## src/verilog/tlvic_pkg.sv

```systemverilog
// Constants shared by the two-level vectored interrupt controller
package tlvic_pkg;
   localparam int          NUM_SLOTS      = 15;
   localparam int          IDX_W          = 4;
   // Register addresses on the special function register port
   localparam logic [7:0]  IRQ_ENABLE_ADDR  = 8'ha8;
   localparam logic [7:0]  BASE_PRIO_ADDR   = 8'hb8;
   localparam logic [7:0]  EXT_ENABLE_ADDR  = 8'he6;
   localparam logic [7:0]  EXT_PRIO_ADDR    = 8'hf6;
   // Reset values
   localparam logic [7:0]  IRQ_ENABLE_RST   = 8'h00;
   localparam logic [7:0]  BASE_PRIO_RST    = 8'h80;
   localparam logic [7:0]  EXT_ENABLE_RST   = 8'h00;
   localparam logic [7:0]  EXT_PRIO_RST     = 8'h00;
   // Field positions
   localparam int          GLOBAL_GATE_BIT  = 7;
   localparam int          EXT_RSVD_BIT     = 1;
   localparam int          RSVD_SLOT        = 8;
   localparam int          TIMER2_SLOT      = 5;
   localparam int          EXT0_SLOT        = 0;
   localparam int          TIMER0_SLOT      = 1;
   localparam int          EXT1_SLOT        = 2;
   localparam int          TIMER1_SLOT      = 3;
   // Vector table
   localparam logic [15:0] VECTOR_BASE      = 16'h0003;
   localparam int          VECTOR_STEP_LOG2 = 3;
   localparam logic [15:0] RESET_VECTOR     = 16'h0000;
   // Timing in system clock cycles
   localparam int          LONG_CALL_CYCLES     = 4;
   localparam int          DETECT_CYCLES    = 1;
   // Controller states
   typedef enum logic [1:0] {
      TLVIC_RUN  = 2'b01,
      TLVIC_CALL = 2'b10
   } tlvic_state_t;
endpackage

```

## src/verilog/tlvic_pick.sv

```systemverilog
// Registered two-level priority picker over all vector slots
`timescale 1ns/100ps
module tlvic_pick import tlvic_pkg::*; #(
   parameter int N = NUM_SLOTS
) (
   input  wire logic             clk_sys,
   input  wire logic             rst_n,
   input  wire logic [N-1:0]     req,
   input  wire logic [N-1:0]     high,
   output logic                  pick_valid,
   output logic                  pick_high,
   output logic [IDX_W-1:0]      pick_idx
);
   logic [N-1:0]     req_hi;
   logic             any_hi;
   logic [N-1:0]     cand;
   logic [IDX_W-1:0] next_idx;

   // High-level requests win; otherwise all requests compete
   assign req_hi = req & high;
   assign any_hi = |req_hi;
   assign cand   = any_hi ? req_hi : req;

   // Smallest order number wins among equals
   always_comb begin
      next_idx = '0;
      for (int i = N - 1; i >= 0; i--) begin
         if (cand[i]) begin
            next_idx = IDX_W'(i);
         end
      end
   end

   // Detection cycle: decode is redone every clock
   always_ff @(posedge clk_sys or negedge rst_n) begin
      if (!rst_n) begin
         pick_valid <= 1'b0;
         pick_high  <= 1'b0;
         pick_idx   <= '0;
      end else begin
         pick_valid <= |req;
         pick_high  <= any_hi;
         pick_idx   <= next_idx;
      end
   end
endmodule

```

## src/verilog/tlvic_top.sv

```systemverilog
// Two-level vectored interrupt controller facing the core sequencer
`timescale 1ns/100ps
module tlvic_top import tlvic_pkg::*; (
   input  wire logic                 clk_sys,
   input  wire logic                 reset_n,
   // Special function register port
   input  wire logic [7:0]           sfr_addr,
   input  wire logic                 sfr_wr,
   input  wire logic [7:0]           sfr_wdata,
   input  wire logic                 sfr_bit_wr,
   input  wire logic [7:0]           sfr_bit_addr,
   input  wire logic                 sfr_bit_val,
   output logic [7:0]                sfr_rdata,
   output logic                      sfr_hit,
   // Peripheral pending flags
   input  wire logic [NUM_SLOTS-1:0] pend_flag,
   input  wire logic                 timer2_low_overflow_flag,
   input  wire logic                 timer2_high_overflow_flag,
   input  wire logic                 ext_input0_edge_mode,
   input  wire logic                 ext_input1_edge_mode,
   output logic [NUM_SLOTS-1:0]      pend_hw_clear,
   // Core sequencer
   input  wire logic                 instr_done,
   input  wire logic                 instr_is_return_from_irq,
   output logic                      long_call,
   output logic [15:0]               irq_vector,
   output logic                      call_busy,
   output logic                      svc_low_active,
   output logic                      svc_high_active
);
   logic                 rst_meta;
   logic                 rst_n;
   logic [7:0]           irq_enable_reg;
   logic [7:0]           base_priority_reg;
   logic [7:0]           ext_irq_enable_reg;
   logic [7:0]           extended_priority_reg;
   tlvic_state_t         state;
   logic [2:0]           call_cnt;
   logic [NUM_SLOTS-1:0] eff_pend;
   logic [NUM_SLOTS-1:0] mask;
   logic [NUM_SLOTS-1:0] high;
   logic [NUM_SLOTS-1:0] gated;
   logic                 pick_valid;
   logic                 pick_high;
   logic [IDX_W-1:0]     pick_idx;
   logic                 preempt_ok;
   logic                 grant;
   logic                 return_from_irq_done;
   logic [NUM_SLOTS-1:0] hw_clr_able;
   logic [NUM_SLOTS-1:0] next_hw_clear;
   logic [15:0]          next_vector;
   logic                 wr_ie;
   logic                 wr_ip;
   logic                 wr_eie;
   logic                 wr_eip;
   logic                 bit_ie;
   logic                 bit_ip;
   logic [7:0]           bit_sel;
   logic [7:0]           rd_mux;
   logic                 rd_hit;

   // Reset release through two flops; assertion stays asynchronous
   always_ff @(posedge clk_sys or negedge reset_n) begin
      if (!reset_n) begin
         rst_meta <= 1'b0;
         rst_n    <= 1'b0;
      end else begin
         rst_meta <= 1'b1;
         rst_n    <= rst_meta;
      end
   end

   // Write decode; bit writes hit only the two bit-addressable registers
   assign wr_ie   = sfr_wr && (sfr_addr == IRQ_ENABLE_ADDR);
   assign wr_ip   = sfr_wr && (sfr_addr == BASE_PRIO_ADDR);
   assign wr_eie  = sfr_wr && (sfr_addr == EXT_ENABLE_ADDR);
   assign wr_eip  = sfr_wr && (sfr_addr == EXT_PRIO_ADDR);
   assign bit_ie  = sfr_bit_wr && ({sfr_bit_addr[7:3], 3'h0} == IRQ_ENABLE_ADDR);
   assign bit_ip  = sfr_bit_wr && ({sfr_bit_addr[7:3], 3'h0} == BASE_PRIO_ADDR);
   assign bit_sel = 8'h01 << sfr_bit_addr[2:0];

   // Enable register: free read/write, zero at reset
   always_ff @(posedge clk_sys or negedge rst_n) begin
      if (!rst_n) begin
         irq_enable_reg <= IRQ_ENABLE_RST;
      end else if (wr_ie) begin
         irq_enable_reg <= sfr_wdata;
      end else if (bit_ie) begin
         irq_enable_reg <= sfr_bit_val ? (irq_enable_reg | bit_sel)
                                       : (irq_enable_reg & ~bit_sel);
      end
   end

   // Priority registers start at low level; the base register's unused top bit reads one
   always_ff @(posedge clk_sys or negedge rst_n) begin
      if (!rst_n) begin
         base_priority_reg     <= BASE_PRIO_RST;
         extended_priority_reg <= EXT_PRIO_RST;
      end else begin
         if (wr_ip) begin
            base_priority_reg <= sfr_wdata | BASE_PRIO_RST;
         end else if (bit_ip) begin
            base_priority_reg <= (sfr_bit_val ? (base_priority_reg | bit_sel)
                                              : (base_priority_reg & ~bit_sel))
                                 | BASE_PRIO_RST;
         end
         if (wr_eip) begin
            extended_priority_reg <= sfr_wdata;
         end
      end
   end

   // Extended enables; reserved bit held at zero
   always_ff @(posedge clk_sys or negedge rst_n) begin
      if (!rst_n) begin
         ext_irq_enable_reg <= EXT_ENABLE_RST;
      end else if (wr_eie) begin
         ext_irq_enable_reg <= sfr_wdata & ~(8'h01 << EXT_RSVD_BIT);
      end
   end

   // Read mux, registered so the read port settles one clock later
   assign rd_hit = (sfr_addr == IRQ_ENABLE_ADDR) || (sfr_addr == BASE_PRIO_ADDR) ||
                   (sfr_addr == EXT_ENABLE_ADDR) || (sfr_addr == EXT_PRIO_ADDR);
   assign rd_mux = (sfr_addr == IRQ_ENABLE_ADDR) ? irq_enable_reg :
                   (sfr_addr == BASE_PRIO_ADDR)  ? base_priority_reg :
                   (sfr_addr == EXT_ENABLE_ADDR) ? ext_irq_enable_reg :
                   (sfr_addr == EXT_PRIO_ADDR)   ? extended_priority_reg : 8'h00;

   always_ff @(posedge clk_sys or negedge rst_n) begin
      if (!rst_n) begin
         sfr_rdata <= 8'h00;
         sfr_hit   <= 1'b0;
      end else begin
         sfr_rdata <= rd_mux;
         sfr_hit   <= rd_hit;
      end
   end

   // Per-slot enables and levels; the reserved slot never requests
   assign mask = {ext_irq_enable_reg[7:2], 1'b0, ext_irq_enable_reg[0],
                  irq_enable_reg[6:0]};
   assign high = {extended_priority_reg[7:2], 1'b0, extended_priority_reg[0],
                  base_priority_reg[6:0]};

   // Either timer 2 overflow raises its request
   always_comb begin
      eff_pend = pend_flag;
      eff_pend[TIMER2_SLOT] = timer2_low_overflow_flag | timer2_high_overflow_flag;
   end

   // Flags are seen whatever the enables; only gated ones request
   assign gated = eff_pend & mask & {NUM_SLOTS{irq_enable_reg[GLOBAL_GATE_BIT]}};

   // Decode every clock; this register is the detection cycle
   tlvic_pick #(
      .N (NUM_SLOTS)
   ) u_pick (
      .clk_sys    (clk_sys),
      .rst_n      (rst_n),
      .req        (gated),
      .high       (high),
      .pick_valid (pick_valid),
      .pick_high  (pick_high),
      .pick_idx   (pick_idx)
   );

   // Preemption: high only over a low routine, nothing over high
   assign preempt_ok = pick_high ? !svc_high_active
                                 : !(svc_low_active || svc_high_active);

   // Grant at an instruction boundary, never on the return itself, so exactly
   // one instruction completes after a return before the call
   assign return_from_irq_done = instr_done && instr_is_return_from_irq;
   assign grant = (state == TLVIC_RUN) && instr_done && !instr_is_return_from_irq &&
                  pick_valid && preempt_ok;

   // Vector address and hardware-cleared flags of the granted slot
   assign next_vector = VECTOR_BASE + (16'(pick_idx) << VECTOR_STEP_LOG2);
   always_comb begin
      hw_clr_able              = '0;
      hw_clr_able[EXT0_SLOT]   = ext_input0_edge_mode;
      hw_clr_able[TIMER0_SLOT] = 1'b1;
      hw_clr_able[EXT1_SLOT]   = ext_input1_edge_mode;
      hw_clr_able[TIMER1_SLOT] = 1'b1;
   end
   assign next_hw_clear = grant ? (hw_clr_able & (15'h0001 << pick_idx)) : '0;

   // Call sequencing: blocks new grants while the core makes the call
   always_ff @(posedge clk_sys or negedge rst_n) begin
      if (!rst_n) begin
         state     <= TLVIC_RUN;
         call_cnt  <= 3'h0;
         call_busy <= 1'b0;
      end else begin
         case (state)
            TLVIC_RUN: begin
               if (grant) begin
                  state     <= TLVIC_CALL;
                  call_cnt  <= 3'(LONG_CALL_CYCLES - 1);
                  call_busy <= 1'b1;
               end
            end
            TLVIC_CALL: begin
               if (call_cnt == 3'h0) begin
                  state     <= TLVIC_RUN;
                  call_busy <= 1'b0;
               end else begin
                  call_cnt <= call_cnt - 3'h1;
               end
            end
            default: begin
               state     <= TLVIC_RUN;
               call_busy <= 1'b0;
            end
         endcase
      end
   end

   // Call strobe, vector and flag clears, all one-cycle from grant
   always_ff @(posedge clk_sys or negedge rst_n) begin
      if (!rst_n) begin
         long_call     <= 1'b0;
         irq_vector    <= RESET_VECTOR;
         pend_hw_clear <= '0;
      end else begin
         long_call     <= grant;
         pend_hw_clear <= next_hw_clear;
         if (grant) begin
            irq_vector <= next_vector;
         end
      end
   end

   // In-service levels; a return ends the highest active level
   always_ff @(posedge clk_sys or negedge rst_n) begin
      if (!rst_n) begin
         svc_low_active  <= 1'b0;
         svc_high_active <= 1'b0;
      end else begin
         if (grant && pick_high) begin
            svc_high_active <= 1'b1;
         end else if (grant) begin
            svc_low_active <= 1'b1;
         end else if (return_from_irq_done && svc_high_active) begin
            svc_high_active <= 1'b0;
         end else if (return_from_irq_done) begin
            svc_low_active <= 1'b0;
         end
      end
   end
endmodule

```

## config.mk

```make
export PLATFORM = sky130hd
export DESIGN_NAME = tlvic_top
export DESIGN_NICKNAME = d
export VERILOG_FILES = /design/src/verilog/tlvic_pkg.sv /design/src/verilog/tlvic_pick.sv /design/src/verilog/tlvic_top.sv
export SDC_FILE = /design/constraint.sdc
export NUM_CORES = 1
export LEC_CHECK = 0
export ABC_AREA = 1
export BUFFER_PORTS_ARGS = -buffer_cell sky130_fd_sc_hd__buf_2
export CAP_MARGIN = 25
export CORE_MARGIN = 4
export CORE_UTILIZATION = 49
export CTS_CLUSTER_SIZE = 28
export DETAILED_ROUTE_END_ITERATION = 6
export PLACE_DENSITY = 0.85
export SETUP_SLACK_MARGIN = 0.05
export SKIP_LAST_GASP = 1
export SLEW_MARGIN = 20
export SYNTH_ARGS = -nofsm -noshare
export SYNTH_HDL_FRONTEND = slang
export SYNTH_HIERARCHICAL = 1
export SYNTH_SLANG_ARGS = --single-unit
```

## constraint.sdc

```tcl
create_clock -name clk_sys -period 2 [get_ports clk_sys]
set_clock_uncertainty 0.1 [all_clocks]
set_input_delay 0.3 -clock clk_sys [delete_from_list [all_inputs] [get_ports clk_sys]]
set_output_delay 0.3 -clock clk_sys [all_outputs]
set_load 0.005 [all_outputs]
```

* Word-level counts from Yosys, hierarchy flattened
Index checks and enable logic that the tools add are counted.
** Word-level totals
- Output and inout bits :: 44
- Memories kept :: 0
- Register bits after elaboration :: 88
- Bits in read-only memories :: 0
- Bits in latches :: 0
- Bits in writable memories :: 0
- Bits of input ports :: 50
** Cells by class
- Multiply operators :: 0
- Mux-type cells :: 43
- $add $sub $neg :: 2
- Bitwise logic cells :: 11
- Div/mod/pow operators :: 0
- Shifts and indexed selects :: 2
- Reductions and logical operators :: 32
- Eq/ne operators :: 13
- Magnitude comparators :: 0
** Operators by type and width (number)
- $mux W8 :: 9
- $mux W4 :: 15
- $and A15 B15 Y15 :: 3
- $eq A8 B8 Y1 const B :: 4
- $mux W15 :: 2
- $reduce_or A15 Y1 :: 2
- $and A4 B15 Y15 :: 1
- $shl A1 B4 Y15 const A :: 1
- $logic_and A1 B1 Y1 :: 13
- $eq A5 B5 Y1 const B :: 2
- $reduce_bool A2 Y1 :: 5
- $mux W1 :: 9
- $add A2 B7 Y8 const A :: 1
- $and A8 B8 Y8 :: 1
- $ne A2 B2 Y1 const B :: 4
- $not A8 Y8 :: 1
- $or A8 B8 Y8 :: 1
- $shl A1 B3 Y8 const A :: 1
- $and A7 B7 Y7 :: 1
- $mux W7 :: 1
- $or A7 B7 Y7 :: 1
- $mux W3 :: 2
- $pmux W3 S2 :: 1
- $reduce_and A3 Y1 :: 2
- other kinds (13) :: 20

* Longest topological paths before layout
- Depth after elaboration :: 21
- Gate-level depth with buffers :: 22
- Mapped depth without buffers :: 21

* By module
The synthesis kept the hierarchy.
** By module, submodules not included
- tlvic_top :: seq. area each 1452.6 um2, instances 1, area an instance 3354.5 um2, cells each 429
- tlvic_pick :: seq. area each 150.1 um2, instances 1, area an instance 561.8 um2, cells each 94

* Least setup slack after synthesis
OpenSTA, ideal clock, no wires.
- Kind :: reg2reg
- Start point :: register (tool-made name)
- End point :: register u_pick.pick_idx[0]
- Setup slack :: -0.256 ns
- Clock period less this slack :: 2.256 ns
- Required time :: 1.827 ns
- Buffers on the path :: 1
- Data arrival time :: 2.083 ns
- Cell stages (with the launch flop) :: 23
- Path through :: dfrtp_1 inv_1 clkbuf_1 nor2_1 nand2_2 inv_2 nor2_2 nand2_2 nor2_4 nand2_1 nand2_1 nand2_1 nand2_1 nand2_1 nand2_1 nand2_1 nand2_1 nand2_1 nand2_1 nand2_1 nand2_1 nand2_1 a21oi_2
** RTL lines
- end signal: assignment :: RTL line tlvic_pick.sv:43 : pick_idx <= next_idx;
- end: declaration :: RTL line tlvic_pick.sv:12 : output logic [IDX_W-1:0] pick_idx

==> flow_summary.yaml <==
clocking:
  clk_pin_slew_ns: 0.07
  clk_path_buf_depth: 2
  cts_made_buffers: 9
  cts_tree: "yes"
  cts.sinks: 64
  clk_latency_ns: 0.35
  htreeDepth: 3
  cts-root-buf: "clkbuf_8"
timing:
  tightestPinTransition_ns: 0.579
  maxSlewViolCount: 0
  slew_headroom_pct: 61.4
  min_period_ns: 2.33
  timing.final.ws_setup_ns: -0.330
  finalHoldViolCount: 0
  whs_ns: 0.0812
  clock.fmax_mhz: 429
  setup_viol: 4
  fin_crit_sh_pct: 116
  rsz0062_at_grt: "true"
detailed_routing:
  dr.pass1.iters: 5
  drt_iter0_drc: 318
  drc_errors: 0
  ant_nets: 0
  wirelength_um: 11000
  dr_total_vias: 4041
  wl_per_cell_um: 14.5
  vias_per_cell: 5.35
critical_path:
  crit_slowest_cell: "dfrtp_2"
  end_kind: "flop"
  path_cells: "clkinvlp_4, nor2_2, nand2_1, nand2_1, nor2_2, nand2_2, nor2_4, nand2_1, nand2_1, nand2_1, nand2_1, nand2_1, nand2_1, nand2_1, nand2_1, nand2_1, nand2_1, nand2_1, nand2_1, nand2_1, a21oi_2"
  worst-path-buf-inv: 1
  cp_max_fo: 8
  critical_path_arrival_ns: 2.51
  worstPathRequired_ns: 2.18
  start_kind: "flop"
  crit_family: "simple AND/OR/NAND/NOR gates"
  crit_path_frequent_cell: "nand2_1"
  critPathMaxStageDelay_ns: 0.46
  path_class: "reg2reg"
logic_synthesis:
  yosysTopAreaCell: "dfrtp_1"
  post_synth_most_frequent_cells: "nand2_1 (167), nand3_1 (67), dfrtp_1 (63), inv_1 (40), nor2_1 (34)"
  syn_area_um2: 3920
  synth_flop_cell: "dfrtp_1"
  synth_cell_type_count: 34
  synth-edff-count: 0
  ys_ff_latch: 64
  syn-instance-count: 523
  post-synth-top-count-cell: "nand2_1"
  yosys.area.top_type_share_pct: 40.3
  synth.area.top_cells: "dfrtp_1 (40%), nand2_1 (16%), nand3_1 (8.6%), buf_4 (5.0%), inv_1 (3.8%)"
  yosysWarnings: 6
  synth-seq-area-share_pct: 40.9
  synth_area_per_cell_um2: 7.49
  async_reset_ff_share_pct: 100
grt:
  grt_max_degree: 39
  grt.total_usage_pct: 23.2
  grt-ovfl-total: 0
  grt_pass1_vias: 3908
  grt_pass1_wl_um: 17600
  antenna_found_initial: 0
die:
  die_w_um: 97.4
  ios: 94
  row_count: 32
  die_area_um2: 9490
  die_h_um: 97.4
  start_util_pct: 50.4
  core_area_um2: 7770
finish:
  final_nets: 701
  area_growth_pct: 26.5
  fin_area_um2: 4950
  num_antenna_cells: 0
  drive_above_1_share_pct: 33.0
worst_hold_path:
  hold_path_class: "in2reg"
power_and_ir_drop:
  p_leak_nw: 2.79
  power_w: 0.00289
  power_density_nw_per_um2: 584
  ir_drop_mv: 0.367
run_status:
  violations: "setup timing"
  outcome: "finished with violations"
placed_design:
  dpl.hpwl_um: 8280
  port_buffers: 70
  gp_congestion: 0.893
  placed_area_um2: 4600
  pre_cts_slack_ns: -0.317
job:
  drv_cap: 0
-- report_power, final --
part	total (W)	switching, W	internal (W)
Combinational	0.000429	0.000263	0.000166
Clock	0.00104	0.000492	0.000545
Sequential	0.00143	0.0000558	0.00137
Total	0.00289	0.000810	0.00208
-- worst paths after layout --
| kind | from | endpoint | slack (ns) | depth (start not counted) |
|---|---|---|---|---|
| worst max-delay path | flop | u_pick/pick_idx[0]$_DFF_PN0_ | -0.33 | 21 |
| worst min-delay path | sfr_wdata[4] | extended_priority_reg[4]$_DFFE_PN0P_ | 0.08 | 3 |
| worst max register to register | flop | u_pick/pick_idx[0]$_DFF_PN0_ | -0.33 | 21 |
| worst min register to register | rst_n$_DFF_PN0_ | irq_vector[6]$_DFFE_PN0P_ | 0.15 | 0 |
| max in group asynchronous | rst_n$_DFF_PN0_ | async pin | 1.04 | 1 |
| min in group asynchronous | rst_n$_DFF_PN0_ | irq_vector[6]$_DFFE_PN0P_ | 0.15 | 0 |
-- per-stage QoR --
stage / std cells / utilization [%] / setup TNS (ns)
2_1_floorplan: 548 / - / -0.0514
3_3_place_gp: 733 / 59.2 / -0.482
3_5_place_dp: 733 / 59.2 / -1.05
4_1_cts: 756 / 63.5 / -0.670
5_1_grt: 756 / 63.8 / -1.65
6_report: 756 / 63.8 / -1.14
-- routing by layer --
layer	vias up	routed length [um]	GRT usage (%)
li1	1915	-	-
met1	1883	4130	26.2
met2	205	5700	41.3
met3	38	760	5.60
met4	0	399	10.0
met5	-	0	0
-- worst min-delay path: cells and delay by family --
kind          cells  cell delay, ns
buf+inv           1            0.09
simple gates      2            0.10
-- cell usage in the layout (no fill, tap or decap), types with 9 or more instances in the layout --
master    synthesis  final
buf_2             3     70
nor2_2            3     16
conb_1            2     27
o21ai_1           8      9
o21ai_0          19     10
inv_1            40     39
nand2_2           8     10
nand2_1         167    165
nand3_1          67     67
o21ai_2           6     14
dfrtp_1          63     61
nand4_1          19     19
nor2_1           34     20
nand3_2           9      9
clkbuf_8          0     12
buf_4            26     51
-- final cells by class --
class                           instances  area [um^2]
Clock inverter                          3         15.0
Timing Repair inverter                  1         7.51
Fill cell                             660         2810
Multi-Input combinational cell        401         2050
Clock buffer                           13          169
Inverter                               47          189
Timing Repair Buffer                  125          786
Tap cell                              102          128
Sequential cell                        64         1610
-- cell families (layout without fill, tap and decap cells) --
kind of cell	Yosys count	in the layout	share of synthesized area, %
compound gates	41	41	6.39
fa+ha+maj	2	2	0.639
buf+inv	83	189	11.5
flops	64	64	40.9
other cells	2	27	0.192
simple gates	331	331	40.4
-- what timing repair did --
item                                   CTS  global route
setup buffers                            5             0
gates cloned                             1             0
resized for setup                       30             8
endpoints found under the hold margin    2             0
setup endpoints to repair                4             4
pin swaps                               19             5
hold buffers                             1             0
Power figures use the tool's default switching activity.
